==> config.mk <==
export PLATFORM = sky130hd
export DESIGN_NAME = ctbs_top
export DESIGN_NICKNAME = d
export VERILOG_FILES = /design/src/rtl/ctbs_irq.v /design/src/rtl/ctbs_local_priority_pick.v /design/src/rtl/ctbs_top.v
export VERILOG_INCLUDE_DIRS = /design/src /design/src/rtl
export SDC_FILE = /design/constraint.sdc
export NUM_CORES = 1
export LEC_CHECK = 0
export BUFFER_PORTS_ARGS = -buffer_cell sky130_fd_sc_hd__buf_2
export CORE_UTILIZATION = 52
export CTS_CLUSTER_SIZE = 24
export DETAILED_ROUTE_END_ITERATION = 16
export PLACE_DENSITY_LB_ADDON = 0.25
export SLEW_MARGIN = 10
export SYNTH_ARGS = -nofsm -noshare
export SYNTH_HDL_FRONTEND = slang
export SYNTH_HIERARCHICAL = 1
export SYNTH_SLANG_ARGS = --single-unit
==> constraint.sdc <==
create_clock -name pclk -period 7.59 [get_ports pclk]
set_input_delay 1.518 -clock pclk [delete_from_list [all_inputs] [get_ports pclk]]
set_output_delay 1.518 -clock pclk [all_outputs]
set_load 0.05 [all_outputs]
==> src/rtl/ctbs_defines.vh <==
`ifndef CTBS_DEFINES_VH
`define CTBS_DEFINES_VH

// Buffer count and per-buffer layout
`define CTBS_NBUF 3
`define CTBS_MSG_BYTES 13
`define CTBS_LOCAL_PRIORITY_IDX 4'hd
`define CTBS_TSH_IDX 4'he
`define CTBS_TSL_IDX 4'hf
`define CTBS_SLOT_BYTES 16

// Register byte offsets
`define CTBS_OFF_FLAG 12'h000
`define CTBS_OFF_SEL 12'h004
`define CTBS_OFF_ISTAT 12'h008
`define CTBS_OFF_IMASK 12'h00c
`define CTBS_OFF_STAT 12'h010
`define CTBS_WIN_TAG 6'h01

// Interrupt event layout
`define CTBS_IEV_W 6
`define CTBS_IEV_DONE_LSB 0
`define CTBS_IEV_LOST_LSB 3

// Reset values
`define CTBS_FLAG_RST 3'h7
`define CTBS_SEL_RST 3'h0
`define CTBS_IMASK_RST 6'h00
`define CTBS_ISTAT_RST 6'h00

// Sequencer states
`define CTBS_ST_IDLE 2'h0
`define CTBS_ST_OFFER 2'h1
`define CTBS_ST_SEND 2'h2

`endif

==> src/rtl/ctbs_irq.v <==
`timescale 1ns/1ps
// Sticky event flags, write-one-to-clear, masked onto one level
module ctbs_irq #(
   parameter W = 6
) (
   input wire pclk,
   input wire presetn,
   input wire [W-1:0] ev_set,
   input wire clr_wr,
   input wire mask_wr,
   input wire [W-1:0] wdata,
   output reg [W-1:0] status,
   output reg [W-1:0] mask,
   output wire irq
);
   // Level interrupt while any unmasked flag stands
   assign irq = |(status & mask);

   // A new event wins over a clear in the same cycle
   always @(posedge pclk or negedge presetn) begin
      if (!presetn) begin
         status <= {W{1'b0}};
         mask <= {W{1'b0}};
      end else begin
         status <= (status & ~(clr_wr ? wdata : {W{1'b0}})) | ev_set;
         if (mask_wr) begin
            mask <= wdata;
         end
      end
   end
endmodule

==> src/rtl/ctbs_local_priority_pick.v <==
`timescale 1ns/1ps
// Chooses the ready buffer with the smallest priority value
module ctbs_local_priority_pick #(
   parameter N = 3
) (
   input wire [N-1:0] ready,
   input wire [8*N-1:0] local_priority_flat,
   output reg any,
   output reg [1:0] idx
);
   integer i;
   reg [7:0] best;

   // Strict compare keeps the lower index on equal values
   always @* begin
      any = 1'b0;
      idx = 2'h0;
      best = 8'hff;
      for (i = 0; i < N; i = i + 1) begin
         if (ready[i] && (!any || local_priority_flat[8*i +: 8] < best)) begin
            any = 1'b1;
            idx = i[1:0];
            best = local_priority_flat[8*i +: 8];
         end
      end
   end
endmodule

==> src/rtl/ctbs_top.v <==
// Our own choices: the APB interface to the registers and the address map.
`timescale 1ns/1ps
`include "ctbs_defines.vh"
module ctbs_top (
   input wire pclk,
   input wire presetn,
   input wire psel,
   input wire penable,
   input wire pwrite,
   input wire [11:0] paddr,
   input wire [31:0] pwdata,
   output reg [31:0] prdata,
   output wire pready,
   output wire pslverr,
   output wire irq,
   output wire tx_valid,
   output reg [1:0] tx_buf,
   input wire tx_take,
   input wire tx_done,
   input wire tx_lost,
   input wire [3:0] tx_rd_idx,
   output reg [7:0] tx_rd_byte,
   output wire bus_hold,
   input wire [15:0] time_now
);
   // Buffer storage, one slot of sixteen bytes per buffer
   // Three slots, fixed; the picker and one-hot select assume it
   localparam MEM_D = `CTBS_NBUF * `CTBS_SLOT_BYTES;

   // Flat storage index of a buffer byte
   function [5:0] mem_ix;
      input [1:0] b;
      input [3:0] n;
      begin
         mem_ix = {b, n};
      end
   endfunction

   // Index of a one-hot buffer bit
   function [1:0] hot_ix;
      input [2:0] h;
      begin
         if (h[1]) begin
            hot_ix = 2'h1;
         end else if (h[2]) begin
            hot_ix = 2'h2;
         end else begin
            hot_ix = 2'h0;
         end
      end
   endfunction

   // Lowest set bit kept, others dropped
   function [2:0] lowest;
      input [2:0] v;
      begin
         if (v[0]) begin
            lowest = 3'h1;
         end else if (v[1]) begin
            lowest = 3'h2;
         end else if (v[2]) begin
            lowest = 3'h4;
         end else begin
            lowest = 3'h0;
         end
      end
   endfunction

   // Buffer bytes
   // Bytes 0..12 message, 13 priority, 14..15 stamp
   // Stamp bytes are written only by hardware
   reg [7:0] buf_mem [0:MEM_D-1];
   // Per-buffer empty flags
   // Set means free for software, clear means ready to send
   // Completion sets a flag even in a clearing write
   reg [2:0] empty;
   // One-hot window selection
   // Zero means no buffer mapped into the window
   // Not cleared when its buffer is released for sending
   reg [2:0] sel;
   // Sequencer state
   reg [1:0] state;
   // Offered candidate
   reg [1:0] cand;
   // Buffer being sent
   reg [1:0] act;
   // Picker results
   wire pick_any;
   wire [1:0] pick_idx;
   // Ready mask seen by the picker
   wire [2:0] pick_mask;
   // Interrupt register views
   wire [`CTBS_IEV_W-1:0] istat;
   wire [`CTBS_IEV_W-1:0] imask;
   // Events raised this cycle
   reg [2:0] ev_done;
   reg [2:0] ev_lost;
   // Bus decode
   wire acc;
   wire wr;
   wire setup_rd;
   wire is_win;
   wire hit;
   wire [1:0] win_buf;
   wire [3:0] win_byte;
   wire win_ok;
   // Next read word
   reg [31:0] next_rd;
   integer k;

   // Zero wait states; errors only on unmapped offsets
   // Every access phase ends in its first cycle
   // Read data is settled one cycle before it is taken
   // Writes land at the edge that closes the access
   // Window writes to a busy buffer are dropped quietly
   // A bad offset answers an error and changes nothing
   // Reads of unused bits return zero
   assign pready = 1'b1;
   assign acc = psel & penable;
   assign wr = acc & pwrite;
   assign setup_rd = psel & ~penable & ~pwrite;
   assign is_win = (paddr[11:6] == `CTBS_WIN_TAG);
   assign hit = is_win ||
      paddr == `CTBS_OFF_FLAG || paddr == `CTBS_OFF_SEL ||
      paddr == `CTBS_OFF_ISTAT || paddr == `CTBS_OFF_IMASK ||
      paddr == `CTBS_OFF_STAT;
   assign pslverr = acc & ~hit;

   // Window shows the selected buffer only
   assign win_buf = hot_ix(sel);
   assign win_byte = paddr[5:2];
   assign win_ok = (sel != 3'h0);

   // Sending buffer is excluded so the next one is ready at completion
   assign pick_mask = ~empty &
      ((state == `CTBS_ST_SEND) ? ~(3'h1 << act) : 3'h7);

   // Priority comparison among ready buffers
   ctbs_local_priority_pick #(
      .N(`CTBS_NBUF)
   ) u_pick (
      .ready(pick_mask),
      .local_priority_flat({buf_mem[mem_ix(2'h2, `CTBS_LOCAL_PRIORITY_IDX)],
                  buf_mem[mem_ix(2'h1, `CTBS_LOCAL_PRIORITY_IDX)],
                  buf_mem[mem_ix(2'h0, `CTBS_LOCAL_PRIORITY_IDX)]}),
      .any(pick_any),
      .idx(pick_idx)
   );

   // Event flags and interrupt line
   ctbs_irq #(
      .W(`CTBS_IEV_W)
   ) u_irq (
      .pclk(pclk),
      .presetn(presetn),
      .ev_set({ev_lost, ev_done}),
      .clr_wr(wr && paddr == `CTBS_OFF_ISTAT),
      .mask_wr(wr && paddr == `CTBS_OFF_IMASK),
      .wdata(pwdata[`CTBS_IEV_W-1:0]),
      .status(istat),
      .mask(imask),
      .irq(irq)
   );

   // Handshake outputs to the protocol engine
   assign tx_valid = (state == `CTBS_ST_OFFER);
   assign bus_hold = (empty != 3'h7);

   // Completion and loss events of the active buffer
   always @* begin
      ev_done = 3'h0;
      ev_lost = 3'h0;
      if (state == `CTBS_ST_SEND) begin
         if (tx_done) begin
            ev_done = 3'h1 << act;
         end else if (tx_lost) begin
            ev_lost = 3'h1 << act;
         end
      end
   end

   // Empty flags: software clear requests sending, completion sets
   always @(posedge pclk or negedge presetn) begin
      if (!presetn) begin
         empty <= `CTBS_FLAG_RST;
      end else begin
         if (wr && paddr == `CTBS_OFF_FLAG) begin
            empty <= (empty & ~pwdata[2:0]) | ev_done;
         end else begin
            empty <= empty | ev_done;
         end
      end
   end

   // Selection keeps only the lowest requested free buffer
   always @(posedge pclk or negedge presetn) begin
      if (!presetn) begin
         sel <= `CTBS_SEL_RST;
      end else if (wr && paddr == `CTBS_OFF_SEL) begin
         sel <= lowest(pwdata[2:0] & empty);
      end
   end

   // Buffer byte storage: software loads, hardware stamps
   always @(posedge pclk or negedge presetn) begin
      if (!presetn) begin
         for (k = 0; k < MEM_D; k = k + 1) begin
            buf_mem[k] <= 8'h00;
         end
      end else begin
         // Loading allowed only while the selected buffer is free
         if (wr && is_win && win_ok && empty[win_buf] &&
             win_byte <= `CTBS_LOCAL_PRIORITY_IDX) begin
            buf_mem[mem_ix(win_buf, win_byte)] <= pwdata[7:0];
         end
         // Time stamp taken when the message completes
         if (ev_done != 3'h0) begin
            buf_mem[mem_ix(act, `CTBS_TSH_IDX)] <= time_now[15:8];
            buf_mem[mem_ix(act, `CTBS_TSL_IDX)] <= time_now[7:0];
         end
      end
   end

   // Transmit sequencer
   always @(posedge pclk or negedge presetn) begin
      if (!presetn) begin
         state <= `CTBS_ST_IDLE;
         cand <= 2'h0;
         act <= 2'h0;
      end else begin
         case (state)
            `CTBS_ST_IDLE: begin
               // Start offering once anything is ready
               if (pick_any) begin
                  cand <= pick_idx;
                  state <= `CTBS_ST_OFFER;
               end
            end
            `CTBS_ST_OFFER: begin
               // Engine accepts the current candidate, which the registered tx_buf shows only from the next cycle
               if (tx_take) begin
                  act <= cand;
                  state <= `CTBS_ST_SEND;
               end else begin
                  // A better buffer may overtake before acceptance
                  cand <= pick_idx;
               end
            end
            `CTBS_ST_SEND: begin
               if (tx_done) begin
                  // Go straight to the next ready buffer
                  if (pick_any) begin
                     cand <= pick_idx;
                     state <= `CTBS_ST_OFFER;
                  end else begin
                     state <= `CTBS_ST_IDLE;
                  end
               end else if (tx_lost) begin
                  // Buffer stays ready and competes again
                  state <= `CTBS_ST_IDLE;
               end
            end
            default: begin
               state <= `CTBS_ST_IDLE;
            end
         endcase
      end
   end

   // Candidate index and message bytes to the engine
   always @(posedge pclk or negedge presetn) begin
      if (!presetn) begin
         tx_buf <= 2'h0;
         tx_rd_byte <= 8'h00;
      end else begin
         tx_buf <= (state == `CTBS_ST_SEND) ? act : cand;
         if (state == `CTBS_ST_SEND) begin
            tx_rd_byte <= buf_mem[mem_ix(act, tx_rd_idx)];
         end else begin
            tx_rd_byte <= buf_mem[mem_ix(cand, tx_rd_idx)];
         end
      end
   end

   // Read mux; unused bits read zero
   always @* begin
      next_rd = 32'h0000_0000;
      if (is_win) begin
         if (win_ok) begin
            next_rd[7:0] = buf_mem[mem_ix(win_buf, win_byte)];
         end
      end else begin
         case (paddr)
            `CTBS_OFF_FLAG: begin
               next_rd[2:0] = empty;
            end
            `CTBS_OFF_SEL: begin
               next_rd[2:0] = sel;
            end
            `CTBS_OFF_ISTAT: begin
               next_rd[`CTBS_IEV_W-1:0] = istat;
            end
            `CTBS_OFF_IMASK: begin
               next_rd[`CTBS_IEV_W-1:0] = imask;
            end
            `CTBS_OFF_STAT: begin
               next_rd[5:0] = {cand, act, state};
            end
            default: begin
               next_rd = 32'h0000_0000;
            end
         endcase
      end
   end

   // Read data captured in the setup cycle, stable through access
   always @(posedge pclk or negedge presetn) begin
      if (!presetn) begin
         prdata <= 32'h0000_0000;
      end else if (setup_rd) begin
         prdata <= next_rd;
      end
   end
endmodule

# Word level (Yosys, flattened, before mapping)
# Index checks and enable logic that the tools add are counted.
# Widths: inputs -> output; s select.
op_classes:
  n_eq_ne: 13
  reduce_logical: 31
  shift: 1
  n_lt_le_gt_ge: 12
  muxes: 58
  n_bitwise: 25
ops:
  columns: ["operator", "count"]
  rows:
  - ["$bwmux 384", 3]
  - ["$mux 384", 2]
  - ["$bmux 8 s6", 3]
  - ["$demux 8 s6", 3]
  - ["$mux 8", 14]
  - ["$ge 7x7->1 const B", 5]
  - ["$not 6->7", 5]
  - ["$mux 3", 10]
  - ["$eq 12x4->1 const B", 2]
  - ["$mux 2", 11]
  - ["$lt 7x1->1 const B", 3]
  - ["$lt 8x8->1", 2]
  - ["$pmux 3 s5", 1]
  - ["$logic_and 1x1->1", 13]
  - ["$and 6x6->6", 2]
  - ["$eq 12x3->1 const B", 1]
  - ["$eq 12x5->1 const B", 1]
  - ["$logic_not 12->1", 1]
  - ["$pmux 2 s3", 2]
  - ["$and 3x3->3", 3]
  - ["$not 3->3", 3]
  - ["$pmux 3 s3", 1]
  - ["$reduce_bool 3->1", 3]
  - ["$logic_or 1x1->1", 7]
  - ["other kinds (22)", 39]
word_totals:
  reg_bits: 426
  in_bits: 72
  out_inout_bits: 47
  elab_cells: 198

# Longest topological paths before layout
# Gate-level depths: netlist (run 1).
logic_depth:
  depth_word: 16
  mapped_depth: 20
  ltp_nobuf: 17

# Modules after synthesis
# The synthesis (run 1) kept the hierarchy.
by_module_without_submodules:
  columns: ["mod", "area_per_inst_um2", "instances", "cells_each", "seq_area_each_um2"]
  rows:
  - ["ctbs_top", 22566.6, 1, 1503, 10363.7]
  - ["ctbs_local_priority_pick", 569.3, 1, 74, 0.0]
  - ["ctbs_irq", 496.7, 1, 35, 300.3]

# Worst setup path after synthesis (run 1)
# OpenSTA, ideal clock, no wires.
synth_timing:
  kind: "in2out"
  from: "in paddr[3]"
  to: "out pslverr"
  t_arrival_ns: 3.481
  setup_slack_ns: 2.591
  n_path_buf: 2
  required_time_ns: 6.072
  path_stages: 6
  cell_sequence: "buf_2 -> buf_2 -> nor2_2 -> nand2_1 -> nor4_1 -> nor3_1"
synth_between:
  elab_chain_cells: 8
  elab_cells_between_ends: 12
  cone_classes: "eq/ne (4); bitwise (2); reduce/logical (6)"
synth_lines:
  columns: ["element", "line_no", "source"]
  rows:
  - ["start: declaration", "ctbs_top.v:10", "input wire [11:0] paddr,"]
  - ["$logic_not 12->1", null, null]
  - ["$logic_or 1x1->1 (no line) (4 in a row)", null, null]
  - ["$logic_or 1x1->1 (no line) *", null, null]
  - ["$not 1->1 *", "ctbs_top.v:127", "assign pslverr = acc & ~hit;"]
  - ["$and 1x1->1 *", "ctbs_top.v:127", null]
  - ["end: declaration", "ctbs_top.v:14", "output wire pslverr,"]
# Every way passes the cells marked *; elsewhere a longest branch is shown, timed or not.

# Worst setup path after layout (run 1)
# Same ends and word-level chain as after synthesis.

==> implementation parameters, run 1 <==
Parameter                              Value

Status
  Outcome    finished clean

Pwr
  Comb pwr share    0.192
  Clk network pwr share    0.370
  Largest voltage drop on the vdd net    between 200 and 250 µV
  Switching power of the nets    1.78 mW
  Power density relative to cell area    about 230 nW/µm²
  Sequential cell fraction of total power    0.438
  Leakage power total    11.8 nW
  Switching share of power    0.300
  Internal power consumption    4.15 mW

Floorplan
  Die area    46300 µm²
  Chip width    between 200 and 250 µm
  Num ports    119
  Effective utilization at floorplan    0.531
  Total core area    44500 µm²
  Number of standard-cell rows in the floorplan    77
  Die Ht    215 µm

Timing
  Final max-slew violation count    0
  Min cycle time layout    5.58 ns
  Number of setup violations in the final report    0
  Setup repair after global routing missed its margin    false
  Worst slew margin    0.220
  Final hold violation count    0
  Slew @ Worst Pin    ~1.2 ns
  Highest Clock Rate    179 MHz
  Final clock skew    0.0201 ns
  Fraction of the cycle the final worst path needs    0.735
  Total Negative Setup Slacks    0 ns

Clock tree
  TritonCTS Buffers    47
  Clock tree from TritonCTS    yes
  Count of hold buffers inserted by post-cts repair    0
  Clock-pin slew of the registers on the worst-case setup and hold paths    0.06 ns
  CTS root buffer    sky130_fd_sc_hd__clkbuf_16
  Cts repair resizes    0
  Bufs on Longest Clock Path    3
  Post CTS Setup Buffer Count    0
  Clock tree sinks    426
  Maximum level of the CTS H-tree    2
  Clk_lat worst skew    0.59 ns

Yosys
  Post-synth cell types    76
  Number of flip-flops and latches in the synthesized netlist    426
  Top cells by area, synth    sky130_fd_sc_hd__dfrtp_1 (45%), sky130_fd_sc_hd__mux4_2 (20%), sky130_fd_sc_hd__mux2_2 (19%)
  Commonest cells post-synth    sky130_fd_sc_hd__dfrtp_1 (423), sky130_fd_sc_hd__mux2_2 (397), sky130_fd_sc_hd__mux4_2 (210)
  Total standard cell area after synthesis    about 24000 µm²
  Cell count after synthesis    between 1500 and 2000
  Dominant cell by count in the synthesized netlist    sky130_fd_sc_hd__dfrtp_1
  Number of synthesized flops with an enable pin    0
  Flip-flop cell with the highest count after synthesis    sky130_fd_sc_hd__dfrtp_1
  Register area share after synthesis    0.451
  Number of warning messages in the yosys log    6
  Synth async-reset ratio    1.00
  Mapped Avg Cell Area    approximately 15 µm²
  Synth top area share    0.448
  Dominant cell type by area after synthesis    sky130_fd_sc_hd__dfrtp_1

Worst setup path
  Worst reg2reg startpoint    state[0]$_DFFE_PN0P_
  Critical Path End Type    output port
  R2R depth    17
  Register-to-Register Setup Slack    2.29 ns
  Endpoint of the most critical register-to-register path    cand[1]$_DFFE_PN0P_
  Required time of the critical path    6.07 ns
  Launching element of the worst setup path    paddr[3]
  Critical Setup Path Class    in2out
  Largest fanout on the critical path    62
  Cell type of the slowest stage on the worst timing path    sky130_fd_sc_hd__nor4_1
  Crit path launch type    input pin
  Buffering stage count on the worst path with inverters included    2
  CP Cell Sequence    buf_6 > nor2_2 > nand2_1 > nor4_1 > nor3_1 > buf_2
  Maximum cell stage delay along the critical path    0.93 ns
  Data arrival time of the critical path    between 4 and 5 ns
  Family with the most delay on the worst path    simple AND/OR/NAND/NOR gates

Cells and area
  Filler Cells Inserted    3526
  Register Area    between 10000 and 15000 µm²
  Fraction of final layout cells sized beyond drive strength 1    0.498
  Number of standard cells in the final layout excluding fillers    2258
  P&R area growth vs syn    9.10%
  Number of nets in the layout    1721
  Count of antenna diodes in the layout    0
  Multi-input gate area    roughly 12000 µm²

Route
  Number of iterations in the first detailed-routing pass    5
  Drc violations    0
  Count of routing violations after the opening detailed-route iteration    ~1600
  ANT nets after route    0
  Wirelength, routed    about 70000 µm
  Via count normalized by instance count    6.72
  Routed vias    between 15000 and 20000
  Routed len/inst    30.3 µm

GRT
  Largest net degree at the start of global routing    182
  Global-route wire length before repair    104000 µm
  Global-route usage over all layers    0.306
  Number of antenna violations at the first check in global routing    1
  Via count of the first global-routing pass    15400
  Overall overflow remaining after global route    0

Hold path
  Hold Crit Endpoint    u_irq/status[5]$_DFF_PN0_
  Worst hold path cell count    1
  Startpoint of the tightest hold check path    u_irq/status[5]$_DFF_PN0_
  Class of the tightest hold or removal check    reg2reg

Placed design
  Final weighted congestion in routability-driven placement    0.947
  Buffers on Ports    69
  Placed cell count    2178
  Estimated wirelength of the detail-placed design    45900 µm

Run
  Max-cap viol count    0
## through the flow
step	util	hold slack (ns)	worst slack, ns	power [mW]	instance area [µm²]
3_5_place_dp	0.547	0.493	2.17	3.74	24300
5_1_grt	0.579	0.518	1.98	6.13	25800
2_1_floorplan	-	0.466	2.59	3.34	23700
6_report	0.579	0.506	2.01	5.93	25800
4_1_cts	0.579	0.504	2.14	5.93	25800
3_3_place_gp	0.547	0.484	2.25	3.71	24300
## metal layers
layer  routed length (µm)  track usage  vias up
met2                31900        0.468      728
met1                28300        0.439     8100
met4                 1790       0.0825        2
li1                     -            -     6237
met3                 6380       0.0739      105
met5                    5            0        -
## layout by cell type, fill, tap and decap left out, types with 28 or more instances in the layout
master / count
sky130_fd_sc_hd__dfrtp_1: 423
sky130_fd_sc_hd__mux2_2: 397
sky130_fd_sc_hd__mux4_2: 210
sky130_fd_sc_hd__buf_2: 63
sky130_fd_sc_hd__nand2_1: 54
sky130_fd_sc_hd__clkbuf_16: 47
sky130_fd_sc_hd__mux2i_1: 36
sky130_fd_sc_hd__a21oi_1: 31
sky130_fd_sc_hd__o21ai_0: 30
sky130_fd_sc_hd__nor2b_1: 28
## final cells by class
| class | count | share of cell area |
|---|---|---|
| flip-flops and latches | 426 | 0.414 |
| multi-input cells | 1047 | 0.477 |
| well taps | 592 | 0.0287 |
| clock inverters | 10 | 0.00345 |
| clock buffers | 70 | 0.0525 |
| inverters | 21 | 0.00306 |
| repair buffers | 92 | 0.0217 |
## worst max-delay path by stage
stage | endpoint | slack (ns) | cells past startpoint
final | pslverr | 2.01 | 6
after global routing | pslverr | 1.98 | 6
after CTS | pslverr | 2.14 | 6
after detailed placement | pslverr | 2.17 | 6
after global placement | pslverr | 2.25 | 6
after floorplan | pslverr | 2.59 | 6
## kinds of logic (layout without fill, tap and decap cells)
kind of cell / count (synthesis) / after routing / share of synthesized area
AO/OA/AOI/OAI: 150 / 150 / 0.0449
adder cells (fa/ha/maj): 14 / 14 / 0.00741
buffers and inverters: 162 / 193 / 0.0321
flip-flops: 426 / 426 / 0.451
multiplexers: 651 / 651 / 0.409
other: 2 / 25 / 0.000318
AND/OR/NAND/NOR: 207 / 207 / 0.0547
## power groups by stage
| stage | Sequential (mW) | Combinational [mW] | Clock (mW) |
|---|---|---|---|
| 6_report | 2.60 | 1.14 | 2.19 |
| 3_3_place_gp | 2.62 | 1.09 | 0 |
| 2_1_floorplan | 2.61 | 0.732 | 0 |
| 3_5_place_dp | 2.63 | 1.11 | 0 |
| 5_1_grt | 2.62 | 1.19 | 2.32 |
| 4_1_cts | 2.59 | 1.12 | 2.23 |
Power figures use the tool's default switching activity.
==> inputs of run 2 (changes only) <==
==> constraint.sdc (replaced) <==
create_clock -name pclk -period 5.05 [get_ports pclk]
set_input_delay 1.01 -clock pclk [delete_from_list [all_inputs] [get_ports pclk]]
set_output_delay 1.01 -clock pclk [all_outputs]
set_load 0.05 [all_outputs]
==> run 2 against run 1 <==
Effect of this change:
- clock skew down 0.0040 ns
- critical path type is now reg2reg
- sequential share of layout area down 0.68 points
- first-iteration DRC count down 12%
- critical path depth up 11
- largest cell class unchanged
- via count up 1.1%
- setup slack worse by 1.7 ns
- clock power up 70%
- total power up 58%
- final cell count up 1.1%
- utilization up 0.96 points
- register-to-register slack worse by 2.0 ns
- highest routed layer is now met4
- flip-flop and latch count unchanged
==> implementation parameters, run 2 (same netlist as run 1, synthesis figures left out) <==
Parameter                              Value

Worst setup path
  Largest fanout on the critical path    9 (-85%)
  Cell type of the slowest stage on the worst timing path    sky130_fd_sc_hd__nor2_1
  Maximum cell stage delay along the critical path    0.59 ns (-0.34 ns)
  Critical Setup Path Class    reg2reg
  Worst setup endpoint    cand[0]$_DFFE_PN0P_
  R2R depth    17 (unchanged)
  Most prevalent standard cell on the critical path    sky130_fd_sc_hd__a21oi_1
  Endpoint of the most critical register-to-register path    cand[0]$_DFFE_PN0P_
  Register-to-Register Setup Slack    0.29 ns (-2.00 ns)
  Crit path launch type    flop
  Worst reg2reg startpoint    state[0]$_DFFE_PN0P_
  CP Cell Sequence    nand2b_1 > nor3_1 > nor2_1 > nor2b_1 > ha_1 > a211o_1 > o211ai_2 > a21oi_2 > and2_1 > a21o_1 > ha_1 > a21oi_1 > a21oi_1 > or4b_1 > a21oi_1 > a221oi_2 > mux2_2
  Data arrival time of the critical path    5.24 ns (+1.18 ns)
  Required time of the critical path    5.53 ns (-0.54 ns)
  Launching element of the worst setup path    state[0]$_DFFE_PN0P_
  Critical Path End Type    flop

Timing
  Min cycle time layout    ~4.8 ns
  Final clock skew    0.0160 ns (-0.00405 ns)
  Fraction of the cycle the final worst path needs    0.943
  Slew @ Worst Pin    1.24 ns (+0.0750 ns)
  Number of setup violations in the final report    0 (unchanged)
  Setup repair after global routing missed its margin    false
  Highest Clock Rate    210 MHz
  Worst slew margin    0.170 (-0.0497)
  Final hold violation count    0 (unchanged)
  Total Negative Setup Slacks    0 ns (unchanged)
  Final max-slew violation count    0 (unchanged)

Clock tree
  TritonCTS Buffers    49 (+4.3%)
  Maximum level of the CTS H-tree    2 (unchanged)
  Clock tree sinks    426 (unchanged)
  Clock-pin slew of the registers on the worst-case setup and hold paths    0.06 ns (about the same)
  CTS root buffer    sky130_fd_sc_hd__clkbuf_16
  Cts repair resizes    0 (unchanged)
  Post CTS Setup Buffer Count    0 (unchanged)
  Bufs on Longest Clock Path    3 (unchanged)
  Clock tree from TritonCTS    yes
  Count of hold buffers inserted by post-cts repair    0 (unchanged)
  Clk_lat worst skew    0.59 ns (about the same)

Floorplan
  Effective utilization at floorplan    0.531 (unchanged)
  Chip width    215 µm (unchanged)
  Number of standard-cell rows in the floorplan    77 (unchanged)
  Num ports    119 (unchanged)
  Total core area    44500 µm² (unchanged)
  Die Ht    215 µm (unchanged)
  Die area    46300 µm² (unchanged)

Route
  Met1 wire length    29100 µm (+2.7%)
  ANT nets after route    0 (unchanged)
  Via count normalized by instance count    6.72 (about the same)
  WL met3    5950 µm (-6.6%)
  Count of routing violations after the opening detailed-route iteration    1421 (-12%)
  Routed met2 length    31500 µm (-1.1%)
  Drc violations    0 (unchanged)
  Routed vias    15300 (+1.1%)
  Routed len/inst    30.2 µm (-0.17%)
  Wirelength, routed    69000 µm (+0.93%)
  Highest routing layer actually used    met4
  Number of iterations in the first detailed-routing pass    6 (+1)

Placed design
  Estimated wirelength of the detail-placed design    47500 µm (+3.4%)
  Final weighted congestion in routability-driven placement    0.953 (+0.67%)
  Buffers on Ports    69 (unchanged)
  Placed cell count    2192 (+0.64%)

Pwr
  Largest voltage drop on the vdd net    290 µV (+40%)
  Leakage power total    12.0 nW (+1.9%)
  Power density relative to cell area    357 nW/µm² (+55%)

GRT
  Global-route usage over all layers    0.308 (+0.00213)
  Overall overflow remaining after global route    0 (unchanged)
  Global-route wire length before repair    105000 µm (+1.2%)
  Largest net degree at the start of global routing    127 (-30%)
  Number of antenna violations at the first check in global routing    1 (unchanged)
  Via count of the first global-routing pass    15700 (+1.6%)

Cells and area
  Number of standard cells in the final layout excluding fillers    2283 (+1.1%)
  Most common library cell in the layout ignoring fill and taps    sky130_fd_sc_hd__dfrtp_1
  Multi-input gate area    12300 µm² (unchanged)
  Filler Cells Inserted    3428 (-2.8%)
  Register Area    10700 µm² (unchanged)
  Count of antenna diodes in the layout    0 (unchanged)
  P&R area growth vs syn    10.9%
  Fraction of final layout cells sized beyond drive strength 1    0.507 (+0.00919)
  Top library cells by usage in the layout, fill and taps aside    sky130_fd_sc_hd__dfrtp_1 (423), sky130_fd_sc_hd__mux2_2 (397), sky130_fd_sc_hd__mux4_2 (210)
  Number of nets in the layout    1737 (+0.93%)

Run
  Max-cap viol count    0 (unchanged)

Status
  Outcome    finished clean

Hold path
  Class of the tightest hold or removal check    in2async
[run 2: where the power goes]
part / internal [mW] / total (mW) / switching, mW
sequential: 3.68 / 3.93 / 0.250
clock: 2.28 / 3.73 / 1.46
combinational: 0.681 / 1.70 / 1.02
[run 2: worst min-delay path by stage]
| stage | from | endpoint | slack, ns | depth (start not counted) |
|---|---|---|---|---|
| 2_1_floorplan | empty[0]$_DFF_PN1_ | empty[0]$_DFF_PN1_ | 0.47 | 2 |
| 3_3_place_gp | empty[0]$_DFF_PN1_ | empty[0]$_DFF_PN1_ | 0.48 | 2 |
| 3_5_place_dp | u_irq/status[5]$_DFF_PN0_ | u_irq/status[5]$_DFF_PN0_ | 0.49 | 1 |
| 4_1_cts | u_irq/status[5]$_DFF_PN0_ | u_irq/status[5]$_DFF_PN0_ | 0.50 | 1 |
| 5_1_grt | u_irq/status[5]$_DFF_PN0_ | u_irq/status[5]$_DFF_PN0_ | 0.52 | 1 |
| 6_report | presetn | asynchronous set/reset pin | 0.47 | 1 |
[run 2: area by class of cell]
type | count | share of cell area
sequential | 426 | 0.407
clock inverter | 17 | 0.00835
inverter | 21 | 0.00301
timing repair buffer | 106 | 0.0278
clock buffer | 74 | 0.0566
tap | 592 | 0.0283
multi-input combinational | 1047 | 0.469
[run 2: per-stage QoR]
stage / hold WS, ns / setup slack (ns) / util / total power [mW] / area, µm²
floorplan: 0.466 / 0.785 / - / 5.03 / 23700
global placement: 0.484 / 0.650 / 0.551 / 5.59 / 24500
detailed placement: 0.489 / 0.507 / 0.551 / 5.64 / 24500
CTS: 0.501 / 0.483 / 0.589 / 9.37 / 26200
global route: 0.517 / 0.112 / 0.589 / 9.67 / 26200
finish: 0.467 / 0.289 / 0.589 / 9.36 / 26200
[run 2: layer usage]
layer	up-vias	GRT usage
met5	-	0
met4	0	0.112
met3	140	0.0705
met2	674	0.459
met1	8248	0.444
li1	6278	-
[run 2: critical path, delay by kind of cell (launching register included)]
kind | cells | cell delay, ns
flip-flops | 1 | 0.39
multiplexers | 1 | 0.28
AO/OA/AOI/OAI | 8 | 1.38
AND/OR/NAND/NOR | 6 | 1.98
adder cells (fa/ha/maj) | 2 | 0.60
